==> src/obm_regs.svh <==
/*
  constants of the boot mirror: otp layout, header offsets, marker values.
  assumes byte offsets into the otp; word index is offset divided by four.
*/
`ifndef OBM_REGS_SVH
`define OBM_REGS_SVH

`define OBM_OTP_WORDS 14'h2000
`define OBM_OTP_AW 13
`define OBM_HDR_DBG_OFS 15'h7ffc
`define OBM_HDR_LEN_OFS 15'h7ff8
`define OBM_HDR_FLAG2_OFS 15'h7f04
`define OBM_HDR_FLAG1_OFS 15'h7f00
`define OBM_DBG_OFF 8'haa
`define OBM_FLAG1_VAL 32'h1234a5a5
`define OBM_FLAG2_VAL 32'ha5a51234
`define OBM_REMAP_ADDR 32'h00000000

`endif

==> src/obm_pkg.sv <==
/*
  types of the boot mirror.
  assumes the constants header is included by users that need numbers.
*/
package obm_pkg;
  typedef struct packed {
    logic [12:0] addr;
    logic [31:0] data;
  } obm_word_s;

  typedef enum logic [6:0] {
    ST_IDLE  = 7'h01,
    ST_DBG   = 7'h02,
    ST_LEN   = 7'h04,
    ST_FLAG1 = 7'h08,
    ST_FLAG2 = 7'h10,
    ST_COPY  = 7'h20,
    ST_DONE  = 7'h40
  } obm_state_e;
endpackage : obm_pkg

==> src/obm_fifo.sv <==
/*
  small synchronous fifo with valid/ready on both sides.
  assumes a single clock and an asynchronous active-high reset.
*/
`timescale 1ns/1ps
module obm_fifo #(
  parameter int WIDTH = 45,
  parameter int DEPTH = 4
) (
  input wire logic clk,
  input wire logic sys_rst,
  input wire logic [WIDTH-1:0] in_data,
  input wire logic in_valid,
  output logic in_ready,
  output logic [WIDTH-1:0] out_data,
  output logic out_valid,
  input wire logic out_ready
);
  localparam int AW = $clog2(DEPTH);
  logic [WIDTH-1:0] mem [DEPTH];
  logic [AW-1:0] wp, rp, next_wp, next_rp;
  logic [AW:0] cnt, next_cnt;
  logic push, pop;

  assign push = in_valid && in_ready;
  assign pop = out_valid && out_ready;
  assign in_ready = cnt != (AW+1)'(DEPTH);
  assign out_valid = cnt != '0;
  assign out_data = mem[rp];

  always_comb begin
    next_wp = push ? wp + 1'b1 : wp;
    next_rp = pop ? rp + 1'b1 : rp;
    next_cnt = cnt + (AW+1)'(push) - (AW+1)'(pop);
  end

  always_ff @(posedge clk or posedge sys_rst) begin
    if (sys_rst) begin
      wp <= '0;
      rp <= '0;
      cnt <= '0;
    end else begin
      wp <= next_wp;
      rp <= next_rp;
      cnt <= next_cnt;
    end
  end

  always_ff @(posedge clk) begin
    if (push) begin
      mem[wp] <= in_data;
    end
  end
endmodule : obm_fifo

==> src/obm_loader.sv <==
/*
  boot mirror: on boot or wake in normal mode, read the otp header, then copy
  the counted words from otp into system ram and release the cpu into ram, when an application is present.
  assumes the whole block runs on the fast rc clock while the crystal settles,
  an otp read port with one-cycle registered read data, and a ram write port
  with a ready handshake.
*/
//
// Functional notes
// - every boot or wake in normal mode with an application present copies otp code to ram, no software
// - after copy, code runs from ram via soft reset or jump
// - copy runs on the fast rc clock while fast crystal settles
// - development mode maps address zero to loaded memory, cpu resets there
// - otp is 8k words of 32 bits, word addressed
// - copy length in words comes from header word below the top
// - top header word: 0xaa disables debug pins, otherwise enabled
// - application present only when both flag words match their markers
`timescale 1ns/1ps
`include "obm_regs.svh"
module obm_loader #(
  parameter int RAM_AW = 14
) (
  input wire logic clk,
  input wire logic sys_rst,
  input wire logic boot_req,
  input wire logic dev_mode,
  input wire logic use_jump,
  input wire logic fast_crystal_osc_ok,
  output logic [12:0] otp_addr,
  output logic otp_rd,
  input wire logic [31:0] otp_rdata,
  output logic [RAM_AW-1:0] ram_addr,
  output logic [31:0] ram_wdata,
  output logic ram_we,
  input wire logic ram_ready,
  output logic fast_rc_osc_en,
  output logic busy,
  output logic done,
  output logic app_present,
  output logic dbg_pins_en,
  output logic cpu_soft_rst,
  output logic cpu_jump,
  output logic remap_ram
);
  // ----------------------------------------------------------------------
  // header fetch and copy sequencer
  // ----------------------------------------------------------------------
  obm_pkg::obm_state_e state, next_state;
  logic [13:0] len, next_len;
  logic [13:0] rd_cnt, next_rd_cnt;
  logic [13:0] wr_cnt, next_wr_cnt;
  logic rd_pend, next_rd_pend;
  logic flag1_ok, next_flag1_ok;
  logic next_app_present, next_dbg_pins_en, next_done, next_busy;
  logic next_otp_rd, next_rc_en, next_soft_rst, next_jump;
  logic [12:0] next_otp_addr;
  obm_pkg::obm_word_s f_in, f_out;
  logic f_in_valid, f_in_ready, f_out_valid, f_pop;

  assign f_in.addr = rd_cnt[12:0] - 13'h1;
  assign f_in.data = otp_rdata;
  assign f_in_valid = rd_pend && state == obm_pkg::ST_COPY;

  always_comb begin
    next_state = state;
    next_len = len;
    next_rd_cnt = rd_cnt;
    next_rd_pend = 1'b0;
    next_flag1_ok = flag1_ok;
    next_app_present = app_present;
    next_dbg_pins_en = dbg_pins_en;
    next_done = done;
    next_busy = busy;
    next_otp_rd = 1'b0;
    next_otp_addr = otp_addr;
    next_rc_en = fast_rc_osc_en;
    next_soft_rst = 1'b0;
    next_jump = 1'b0;
    unique case (state)
      obm_pkg::ST_IDLE: begin
        if (boot_req && !dev_mode) begin
          next_state = obm_pkg::ST_DBG;
          next_busy = 1'b1;
          next_done = 1'b0;
          next_rc_en = 1'b1;
          next_otp_rd = 1'b1;
          next_otp_addr = 13'(`OBM_HDR_DBG_OFS >> 2);
        end
      end
      obm_pkg::ST_DBG: begin
        if (!otp_rd) begin
          next_dbg_pins_en = otp_rdata[7:0] != `OBM_DBG_OFF;
          next_state = obm_pkg::ST_LEN;
          next_otp_rd = 1'b1;
          next_otp_addr = 13'(`OBM_HDR_LEN_OFS >> 2);
        end
      end
      obm_pkg::ST_LEN: begin
        if (!otp_rd) begin
          // length clamps to the array size
          next_len = otp_rdata > 32'(`OBM_OTP_WORDS) ? `OBM_OTP_WORDS
                     : otp_rdata[13:0];
          next_state = obm_pkg::ST_FLAG1;
          next_otp_rd = 1'b1;
          next_otp_addr = 13'(`OBM_HDR_FLAG1_OFS >> 2);
        end
      end
      obm_pkg::ST_FLAG1: begin
        if (!otp_rd) begin
          next_flag1_ok = otp_rdata == `OBM_FLAG1_VAL;
          next_state = obm_pkg::ST_FLAG2;
          next_otp_rd = 1'b1;
          next_otp_addr = 13'(`OBM_HDR_FLAG2_OFS >> 2);
        end
      end
      obm_pkg::ST_FLAG2: begin
        if (!otp_rd) begin
          next_app_present = flag1_ok && otp_rdata == `OBM_FLAG2_VAL;
          next_rd_cnt = '0;
          next_state = next_app_present ? obm_pkg::ST_COPY : obm_pkg::ST_DONE;
        end
      end
      obm_pkg::ST_COPY: begin
        // one read in flight; the fifo stalls further reads when full
        if (!rd_pend && !otp_rd && rd_cnt < len && f_in_ready) begin
          next_otp_rd = 1'b1;
          next_otp_addr = rd_cnt[12:0];
          next_rd_cnt = rd_cnt + 14'h1;
        end
        next_rd_pend = otp_rd;
        if (wr_cnt == len && !f_out_valid && !rd_pend && !otp_rd) begin
          next_state = obm_pkg::ST_DONE;
        end
      end
      obm_pkg::ST_DONE: begin
        next_done = 1'b1;
        next_busy = 1'b0;
        if (fast_crystal_osc_ok) begin
          next_rc_en = 1'b0;
        end
        if (app_present && !done) begin
          next_soft_rst = !use_jump;
          next_jump = use_jump;
        end
        next_state = obm_pkg::ST_IDLE;
      end
    endcase
  end

  always_ff @(posedge clk or posedge sys_rst) begin
    if (sys_rst) begin
      state <= obm_pkg::ST_IDLE;
      len <= '0;
      rd_cnt <= '0;
      rd_pend <= 1'b0;
      flag1_ok <= 1'b0;
      app_present <= 1'b0;
      dbg_pins_en <= 1'b1;
      done <= 1'b0;
      busy <= 1'b0;
      otp_rd <= 1'b0;
      otp_addr <= '0;
      fast_rc_osc_en <= 1'b1;
      cpu_soft_rst <= 1'b0;
      cpu_jump <= 1'b0;
    end else begin
      state <= next_state;
      len <= next_len;
      rd_cnt <= next_rd_cnt;
      rd_pend <= next_rd_pend;
      flag1_ok <= next_flag1_ok;
      app_present <= next_app_present;
      dbg_pins_en <= next_dbg_pins_en;
      done <= next_done;
      busy <= next_busy;
      otp_rd <= next_otp_rd;
      otp_addr <= next_otp_addr;
      fast_rc_osc_en <= next_rc_en;
      cpu_soft_rst <= next_soft_rst;
      cpu_jump <= next_jump;
    end
  end

  // ----------------------------------------------------------------------
  // buffered ram write side
  // ----------------------------------------------------------------------
  obm_fifo #(
    .WIDTH($bits(obm_pkg::obm_word_s)),
    .DEPTH(4)
  ) u_fifo (
    .clk(clk),
    .sys_rst(sys_rst),
    .in_data(f_in),
    .in_valid(f_in_valid),
    .in_ready(f_in_ready),
    .out_data(f_out),
    .out_valid(f_out_valid),
    .out_ready(f_pop)
  );

  logic next_ram_we;
  logic [RAM_AW-1:0] next_ram_addr;
  logic [31:0] next_ram_wdata;
  logic next_remap;

  assign f_pop = f_out_valid && (!ram_we || ram_ready);

  always_comb begin
    next_ram_we = ram_we && !ram_ready;
    next_ram_addr = ram_addr;
    next_ram_wdata = ram_wdata;
    next_wr_cnt = (ram_we && ram_ready) ? wr_cnt + 14'h1 : wr_cnt;
    if (state == obm_pkg::ST_FLAG2) begin
      next_wr_cnt = '0;
    end
    if (f_pop) begin
      next_ram_we = 1'b1;
      next_ram_addr = RAM_AW'(f_out.addr);
      next_ram_wdata = f_out.data;
    end
    next_remap = dev_mode;
  end

  always_ff @(posedge clk or posedge sys_rst) begin
    if (sys_rst) begin
      ram_we <= 1'b0;
      ram_addr <= '0;
      ram_wdata <= '0;
      wr_cnt <= '0;
      remap_ram <= 1'b0;
    end else begin
      ram_we <= next_ram_we;
      ram_addr <= next_ram_addr;
      ram_wdata <= next_ram_wdata;
      wr_cnt <= next_wr_cnt;
      remap_ram <= next_remap;
    end
  end
endmodule : obm_loader

==> config.mk <==
export PLATFORM = sky130hd
export DESIGN_NAME = obm_loader
export DESIGN_NICKNAME = d
export VERILOG_FILES = /design/src/obm_pkg.sv /design/src/obm_fifo.sv /design/src/obm_loader.sv
export VERILOG_INCLUDE_DIRS = /design/src /design/src/src
export SDC_FILE = /design/constraint.sdc
export NUM_CORES = 1
export LEC_CHECK = 0
export BUFFER_PORTS_ARGS = -buffer_cell sky130_fd_sc_hd__clkbuf_2
export CORE_MARGIN = 2
export CORE_UTILIZATION = 45
export DETAILED_ROUTE_END_ITERATION = 16
export MAX_ROUTING_LAYER = met4
export PLACE_DENSITY_LB_ADDON = 0.05
export SYNTH_ARGS = -nofsm -noshare
export SYNTH_HDL_FRONTEND = slang
export SYNTH_HIERARCHICAL = 1
export SYNTH_SLANG_ARGS = --single-unit
==> constraint.sdc <==
create_clock -name clk -period 8.9 [get_ports clk]
set_clock_uncertainty 0.15 [all_clocks]
set_input_delay 0.89 -clock clk [delete_from_list [all_inputs] [get_ports clk]]
set_output_delay 0.89 -clock clk [all_outputs]
set_load 0.05 [all_outputs]
## After elaboration in Yosys (flattened, before gate mapping)

Memories as Yosys holds them, arrays and structs flattened. A register that Yosys moved wholly into a read port is not among the register bits.
Index checks and enable logic that the tools add are counted.

- Logic and storage cells: 128
- Memories: 1
- Flip-flop bits (word level): 81
- Memory bits (writable): 180

- Magnitude comparators: 2
- Bitwise gates (word level): 1
- Add/sub/neg operators: 7
- Reductions and logical operators: 39
- Mux-type cells: 38
- Equal/unequal tests: 20

Memories:

| name | words | width | rd ports | clocked after Yosys merged registers in | wr ports | line | source |
|---|---|---|---|---|---|---|---|
| u_fifo.mem | 4 | 45 | 1 | 1 | 1 | obm_fifo.sv:20 | `logic [WIDTH-1:0] mem [DEPTH];` |

Operators with widths:

| cell | number |
|---|---|
| 14-bit two-way mux | 5 |
| 13-bit two-way mux | 5 |
| 13-bit one-hot mux with 5 select lines | 1 |
| 7-bit two-way mux | 7 |
| 7-bit one-hot mux with 7 select lines | 1 |
| 32-bit by 29-bit equality test with 1-bit output (second input constant) | 1 |
| 32-bit equality test (second input constant) | 1 |
| 32-bit by 14-bit > comparator with 1-bit output (second input constant) | 1 |
| 14-bit by 1-bit adder with 14-bit output (second input constant) | 2 |
| 14-bit one-hot mux with 2 select lines | 1 |
| 1-bit logical AND | 15 |
| 14-bit equality test | 1 |
| 14-bit < comparator | 1 |
| 1-bit two-way mux | 14 |
| 13-bit by 1-bit subtractor with 13-bit output (second input constant) | 1 |
| 2-bit inequality test (second input constant) | 6 |
| 6-bit AND reduction | 2 |
| 2-bit AND reduction | 5 |
| 1-bit logical NOT | 8 |
| 8-bit inequality test (second input constant) | 1 |
| 7-bit by 1-bit equality test with 1-bit output (second input constant) | 1 |
| 7-bit by 2-bit equality test with 1-bit output (second input constant) | 1 |
| 7-bit by 3-bit equality test with 1-bit output (second input constant) | 1 |
| 7-bit by 4-bit equality test with 1-bit output (second input constant) | 1 |
| other kinds (17) | 24 |

## Longest topological paths before layout

Gate-level depths: netlist of the first run.

- Depth in word-level cells: 7
- Gate-level depth with buffers: 13
- Mapped depth without buffers: 11

## Cells and area by module

Netlist of the first run, hierarchy kept.

Modules (own cells, without submodules):

| module | times used | cells an instance | area an instance (µm²) |
|---|---|---|---|
| obm_fifo | 1 | 277 | 6986.7 |
| obm_loader | 1 | 551 | 5975.7 |

## Least setup slack after synthesis of the first run

OpenSTA, ideal clock, no wires.

- Path type: register -> register
- From: register state[3]
- To: memory u_fifo.mem[0][0], enable pin
- Cell stages (with the launch flop): 7
- Slack: 5530 ps
- Buffers on the path: 2
- Required time: 8343 ps
- Arrival: 2813 ps
- Period minus slack after synthesis: 3370 ps
- Cell sequence: dfrtp_1 buf_6 or4_4 nor3_2 buf_2 and2_1 and3b_1

- Cells in the longest elaborated chain, start to end: 5

Ends and longest elaborated chain:

| element | line | source |
|---|---|---|
| start, declared | obm_loader.sv:48 | `obm_pkg::obm_state_e state, next_state;` |
| start signal, assigned | obm_loader.sv:152 | `state <= obm_pkg::ST_IDLE;` |
| start signal, assigned | obm_loader.sv:167 | `state <= next_state;` |
| 7-bit by 6-bit equality test with 1-bit output | obm_loader.sv:62 | `assign f_in_valid = rd_pend && state == obm_pkg::ST_COPY;` |
| 1-bit logical AND | obm_loader.sv:62 |  |
| named net f_in_valid | obm_loader.sv:58 | `logic f_in_valid, f_in_ready, f_out_valid, f_pop;` |
| 1-bit logical AND | obm_fifo.sv:25 | `assign push = in_valid && in_ready;` |
| 1-bit two-way mux | obm_fifo.sv:50 | `if (push) begin` |
| 1-bit two-way mux (not written as such) | obm_fifo.sv:51 | `mem[wp] <= in_data;` |
| end, declared | obm_fifo.sv:20 |  |

The timed path passes the listed nets, and every way through them passes these cells.

## Final worst setup path of the first run

- From: register state[3]
- To: register u_fifo.cnt[2]

- Cells in the longest elaborated chain, start to end: 5

Ends and longest elaborated chain:

| element | line | source |
|---|---|---|
| 7-bit by 6-bit equality test with 1-bit output | obm_loader.sv:62 |  |
| 1-bit logical AND | obm_loader.sv:62 |  |
| named net f_in_valid | obm_loader.sv:58 |  |
| 1-bit logical AND | obm_fifo.sv:25 |  |
| 3-bit by 1-bit adder with 3-bit output | obm_fifo.sv:34 | `next_cnt = cnt + (AW+1)'(push) - (AW+1)'(pop);` |
| 3-bit by 1-bit subtractor with 3-bit output | obm_fifo.sv:34 |  |
| named net u_fifo.next_cnt[2] | obm_fifo.sv:22 | `logic [AW:0] cnt, next_cnt;` |
| end signal, assigned | obm_fifo.sv:45 | `cnt <= next_cnt;` |
| end, declared | obm_fifo.sv:22 |  |

The timed path passes the listed nets, and every way through them passes these cells.
A chain may end at the register's enable or synchronous reset.

==> metrics.txt, run 1 <==
clock slew at the register clock pins of the worst setup and hold paths=0.06 ns; routed wire length=between 20000 and 30000 um; routing layer with the top usage in global route=met2; synthesized instance count=828; number of nets at the end of the flow=1003; number of fillers in the final layout=2459; start point of the critical path=state[3]$_DFFE_PP0P_; maximum buffer depth of the clock tree=3; clock buffer count from CTS=31; global routing usage summed across all routing layers=roughly a fifth; relative area change from synthesis to final layout=14.9%; Distinct cells, synth=68; worst reg2reg startpoint=state[3]$_DFFE_PP0P_; stage delay of the slowest cell on the critical path=0.67 ns; top area cells in the synthesized netlist=edfxtp_1 (42%), dfrtp_1 (24%), mux4_2 (7.8%); commonest cells in the synthesized netlist=edfxtp_1 (180), dfrtp_1 (123), mux2_2 (45), mux4_2 (45), nor2_1 (41); final routed wire length divided by cell count=between 20 and 25 um; Residual DRC=0; Final ANT Viol Nets=0; post-route worst hold slack=0.151 ns; DRT Pass-1 Iters=5; run status=completed; peak supply drop=slightly above 0.2 mV; root buffer selected by CTS=clkbuf_16; cell-by-cell listing of the critical path=or4_4, nor3_2, and2_1, nand2b_1, ha_1, inv_1, ha_1, inv_1, fa_1, xnor2_1, xnor2_1; total congestion overflow=0; H-tree depth=1; number of clock sinks seen by CTS=306; data arrival time of the critical path=between 3 and 4 ns; CP Launch Type=register; path type of the worst setup path=reg -> reg; Initial Utilization=45.4%; number of warnings printed during yosys synthesis=6; Final HPWL DP=18700 um; placeable core region=0.0285 sq mm; maximum number of pins on one net before global-route repair=86; final weighted congestion in routability-driven placement=0.877; part of the Yosys area used for sequential elements=66.1%; number of maximum-capacitance violations=0; number of vias after detailed routing=~7500; slowest CP cell=nor3_2; slew at the pin closest to its max-slew limit=between 1 and 1.5 ns; final-layout setup total negative slack=0 ns; Worst setup EP type=register; cell type with the highest aggregate area in the netlist=edfxtp_1; count of buffers from port buffering=about 110; Synth top area share=a little over two fifths; met1 track demand over resource in global routing=25.9%; DRT iter0 DRCs=529; class of the tightest hold or removal check=in -> async; antenna violations before repair=1; worst-case headroom to the max-slew limit=24.8%; clock latency at the later pin of the worst-skew pair=0.55 ns; setup repair after global routing missed its margin=false; mean post-synth cell area=15.7 sq um; wire length of the first global-routing pass=approximately 46000 um; share of final-layout standard cells stronger than drive strength 1=29.0%; Hold Buf Count CTS=0; Die Y=174 um; maximum clock frequency=roughly 270 MHz; total standard cell area after synthesis=0.0130 sq mm; Top-Level Pins=108; total of cells resized after clock tree synthesis=0; Pwr Density=219 mW/mm^2; final worst path period share=between 40% and 50%; required time reported for the critical path endpoint=just over 9 ns; time the worst path needs with I/O delays and setup=3.66 ns; Max FO, Critical Path=13; most frequently used flop master after synthesis=edfxtp_1; CTS tree=yes; most used standard cell by instance count after synthesis=edfxtp_1; number of global-route vias before repair=7985; area of the die=just over 0.03 sq mm; fraction of registers with async set or reset after synthesis=41.2%; num rows=62; die outline width=roughly 170 um; leakage component of the power=5.95 nW; Vias/cell=5.52; Worst Reg-to-Reg Cells=11; number of pins exceeding their max-slew limit in the final report=0; number of hold violations in the final report=0; post-CTS setup buffers=0; number of diodes=0; #FFs+latches synth=about 300; final setup violation count=0; EDFF count, synth=180; GR met2 Demand/Resource=33.4%; Synthesized Nets=a little under 900; met3 Use GR=2.89%
==> per-stage QoR <==
stage / cells / instance area, sq um / utilization [%] / setup WS [ns] / power, mW
after global routing: 1350 / 14900 / 52.2 / 5.07 / 3.38
after detailed placement: 1292 / 13800 / 48.4 / 5.27 / 1.93
after floorplan: 828 / 13000 / - / 4.71 / 1.84
final: 1350 / 14900 / 52.2 / 5.24 / 3.26
after global placement: 1292 / 13800 / 48.4 / 5.39 / 1.92
after CTS: 1350 / 14900 / 52.2 / 5.24 / 3.29
==> metal layers <==
metal  vias up  part of all wire, %
li1       3379                    -
met2       202                   50
met3        55                  4.8
met5         -                    0
met4         0                  2.7
met1      3821                   43
==> sequential cells by signal, indices dropped and copies added, names as in the netlist, 2 cells and up <==
signal	count
len	14
otp_addr	13
ram_addr	13
ram_wdata	32
rd_cnt	14
state	7
u_fifo/cnt	3
u_fifo/mem	180
u_fifo/rp	2
u_fifo/wp	2
wr_cnt	14
==> worst max-delay path, delay by kind of cell (launching register included) <==
family        cells  cell delay (ns)
fa+ha+maj         3             0.81
simple gates      4             1.72
buf+inv           2             0.11
flops             1             0.48
xor+xnor          2             0.33
==> final timing paths <==
path | to | slack (ns)
max in group asynchronous | otp_addr[7]$_DFFE_PP0P_ | 6.87
worst min register to register | cpu_soft_rst$_DFF_PP0_ | 0.32
worst min-delay path | u_fifo/cnt[2]$_DFF_PP0_ | 0.15
worst max-delay path | u_fifo/cnt[2]$_DFF_PP0_ | 5.24
worst max register to register | u_fifo/cnt[2]$_DFF_PP0_ | 5.24
min in group clk | remap_ram$_DFF_PP0_ | 0.31
==> layout make-up <==
class	count	area [sq um]	share of cell area (%)
well taps	384	480	3.23
repair buffers	114	591	3.97
multi-input cells	453	4050	27.2
clock inverters	20	255	1.71
inverters	35	134	0.899
flip-flops and latches	306	8560	57.5
clock buffers	38	822	5.52
==> cells in the final DEF (no fill, tap or decap), types with 4 or more instances in the layout <==
cell         n
nor4_1       9
xnor2_1     17
nor3_1      10
or4_1        4
or3_1       13
clkbuf_1     5
xor2_1      26
o21ai_1     13
a22o_1      14
clkinv_2     5
nand2_1     31
edfxtp_1   180
mux4_2      45
nand2b_1    12
clkbuf_2   106
o31ai_1      4
and3b_2      4
inv_1       34
nand3_1     20
clkinv_1     5
dfrtp_1    121
o21ai_0      6
buf_4        8
nor2_1      41
a21o_1       4
mux2_2      45
and3_1       6
clkbuf_16   31
nand4_1     18
bufinv_16    6
ha_1        22
mux2i_1      5
a21oi_1     25
o22a_1       7
==> logic make-up (layout without fill, tap and decap cells) <==
logic type | count (synthesis) | in the layout | synth area share [%]
buffers and inverters | 69 | 207 | 2.79
other | 1 | 1 | 0.0289
AO/OA/AOI/OAI | 89 | 89 | 4.77
adder cells (fa/ha/maj) | 23 | 23 | 2.28
XOR/XNOR | 43 | 43 | 2.91
multiplexers | 96 | 96 | 12.2
AND/OR/NAND/NOR | 201 | 201 | 8.98
flip-flops | 306 | 306 | 66.1
==> power by group <==
group | leakage, nW | internal [mW] | switching [mW] | total, mW
Combinational | 2.07 | 0.0951 | 0.230 | 0.325
Sequential | 3.36 | 1.53 | 0.0395 | 1.57
Clock | 0.519 | 0.827 | 0.536 | 1.36
(Power assumes the default switching activity.)
==> run 2: changes to the inputs <==
- clock period: 8.9 -> 3.65 ns (I/O delays scaled with it)
==> run 2 against run 1 <==
Total power rose to 2.5 times the previous value. First-iteration DRC count up 3.4%. Largest power group unchanged. Fmax up 18%. Non-clock buffer count up 26. Setup slack worse by 4.7 ns. Sequential cell count unchanged. Sequential power up 140%. Die area unchanged. Global-route usage up 0.19 points. Worst hold slack worse by 0.14 ns. Via count up 0.84%.
==> metrics.txt, run 2 (synthesized netlist as in run 1, its figures left out) <==
Top-Level Pins=108 (unchanged); register ranked first by flip-flop count=u_fifo/mem; required time reported for the critical path endpoint=3.87 ns (-5.36 ns); Residual DRC=0 (unchanged); Inst Count DP=1301 (+0.70%); largest registers=u_fifo/mem (180), ram_wdata (32); count of buffers from port buffering=106 (unchanged); clock slew at the register clock pins of the worst setup and hold paths=0.06 ns (about the same); number of hold violations in the final report=0 (unchanged); final weighted congestion in routability-driven placement=0.882 (+0.60%); Hold Startpoint=otp_rdata[18]; worst-case headroom to the max-slew limit=33.4% (+8.6 points); dpl ws=0.563 ns (-4.70 ns); DRT iter0 DRCs=547 (+3.4%); final setup slack of the worst path=0.544 ns (-4.70 ns); share of final-layout standard cells stronger than drive strength 1=29.4% (+0.46 points); Final ANT Viol Nets=0 (unchanged); final setup violation count=0 (unchanged); H-tree depth=2 (+1); placeable core region=0.0285 sq mm (unchanged); Worst setup EP type=register; final-layout setup total negative slack=0 ns (unchanged); antenna violations before repair=2 (+1); data arrival time of the critical path=3.33 ns (-0.66 ns); number of maximum-capacitance violations=0 (unchanged); die outline width=174 um (unchanged); number of clock sinks seen by CTS=306 (unchanged); final routed wire length divided by cell count=20.7 um (-2.5%); number of vias after detailed routing=7520 (+0.84%); maximum number of pins on one net before global-route repair=77 (-10%); clock latency at the later pin of the worst-skew pair=0.50 ns (-0.05 ns); CP Launch Type=register; relative area change from synthesis to final layout=17.9%; Final HPWL DP=19000 um (+1.8%); total congestion overflow=0 (unchanged); slew at the pin closest to its max-slew limit=1.00 ns (-0.128 ns); start point of the critical path=state[6]$_DFFE_PP0P_; number of pins exceeding their max-slew limit in the final report=0 (unchanged); Largest register FFs=180 (unchanged); num rows=62 (unchanged); post-CTS setup buffers=0 (unchanged); count of non-filler cells in the finished layout=1382 (+2.4%); number of fillers in the final layout=2471 (+0.49%); Initial Utilization=45.4% (unchanged); clock buffer count from CTS=34 (+9.7%); final worst path period share=85.1% (+44 points); Max FO, Critical Path=9 (-4); wire length of the first global-routing pass=45700 um (-0.18%); overall power after layout=8.22 mW (+150%); maximum buffer depth of the clock tree=3 (unchanged); setup repair after global routing missed its margin=false; area of the die=0.0302 sq mm (unchanged); global routing usage summed across all routing layers=20.3% (+0.19 points); leakage component of the power=6.14 nW (+3.1%); class of the tightest hold or removal check=in -> reg; Vias/cell=5.44 (-1.5%); run status=completed; root buffer selected by CTS=clkbuf_16; maximum clock frequency=322 MHz (+18%); Pwr Density=538 mW/mm^2 (+150%); most frequent cells in the layout=edfxtp_1 (180), dfrtp_1 (121), clkbuf_2 (106), mux2_2 (45), mux4_2 (45); number of global-route vias before repair=8003 (+0.23%); Die Y=174 um (unchanged); time the worst path needs with I/O delays and setup=3.11 ns (-0.554 ns); worst reg2reg startpoint=state[6]$_DFFE_PP0P_; DRT Pass-1 Iters=4 (-1); routed wire length=28700 um (-0.23%); CTS tree=yes; area of combinational cells with multiple inputs=0.00405 sq mm (unchanged); Storage cell area=0.00856 sq mm (unchanged); peak supply drop=0.527 mV (+160%); most common cell after layout, fill and taps aside=edfxtp_1; number of nets at the end of the flow=1032 (+2.9%); path type of the worst setup path=reg -> reg
-- run 2: cell types whose count changed in the layout (fill, tap and decap cells not counted), sizes merged --
cell         before  now
clkbuf          144  151
diode             0    3
dlygate4sd3       0   17
buf               8   17
bufinv            6    5
clkinvlp          3    2
clkinv           10    8
-- run 2: final timing paths --
kind / slack (ns) / cells past startpoint / end
min: 0.01 / 1 / u_fifo/mem[3][18]$_DFFE_PP_
max reg2reg: 0.54 / 11 / u_fifo/cnt[2]$_DFF_PP0_
max: 0.54 / 11 / u_fifo/cnt[2]$_DFF_PP0_
min in group asynchronous: 0.26 / 3 / u_fifo/wp[0]$_DFFE_PP0P_
max in group asynchronous: 2.04 / 4 / len[4]$_DFFE_PP0P_
min reg2reg: 0.32 / 1 / cpu_soft_rst$_DFF_PP0_
-- run 2: per-layer routing --
| layer | routed length [um] | part of all wire, % | up-vias | GRT usage, % |
|---|---|---|---|---|
| met2 | 14400 | 50 | 222 | 33.4 |
| met4 | 597 | 2.1 | 0 | 4.90 |
| met1 | 12100 | 42 | 3810 | 26.5 |
| met5 | 0 | 0 | - | - |
| li1 | - | - | 3440 | - |
| met3 | 1620 | 5.6 | 48 | 3.38 |
-- run 2: through the flow --
stage                     hold WS, ns  instance area, sq um  utilization, %
after floorplan                0.0184                 13000               -
after global placement          0.210                 13900            48.8
after detailed placement        0.227                 13900            48.8
after CTS                     0.00133                 15300            53.5
after global routing           0.0143                 15300            53.6
final                          0.0129                 15300            53.6
-- run 2: power breakdown --
part / internal, mW / switching [mW]
Sequential: 3.74 / 0.0713
Clock: 2.24 / 1.35
Combinational: 0.253 / 0.574
-- run 2: what timing repair did --
| action | CTS | global route |
|---|---|---|
| gates resized for setup | 0 | 0 |
| hold buffers | 17 | 0 |
| endpoints found under the hold margin | 92 | 0 |
-- run 2: cell type report --
| class | count | share of cell area [%] |
|---|---|---|
| multi-input cells | 453 | 26.5 |
| flip-flops and latches | 306 | 56.0 |
| clock buffers | 45 | 6.38 |
| repair buffers | 140 | 5.66 |
| diodes | 3 | 0.0491 |
| clock inverters | 16 | 1.40 |
| inverters | 35 | 0.884 |
| well taps | 384 | 3.14 |
-- run 2: critical path, stage by stage, from the launching register on --
cell and delay (ns):
dfrtp_1 0.46, or4_4 0.58, nor3_2 0.19, and2_1 0.31, nand2b_1 0.10, ha_1 0.29, inv_1 0.06, ha_1 0.14
inv_1 0.05, fa_1 0.37, xnor2_1 0.15, xnor2_1 0.13
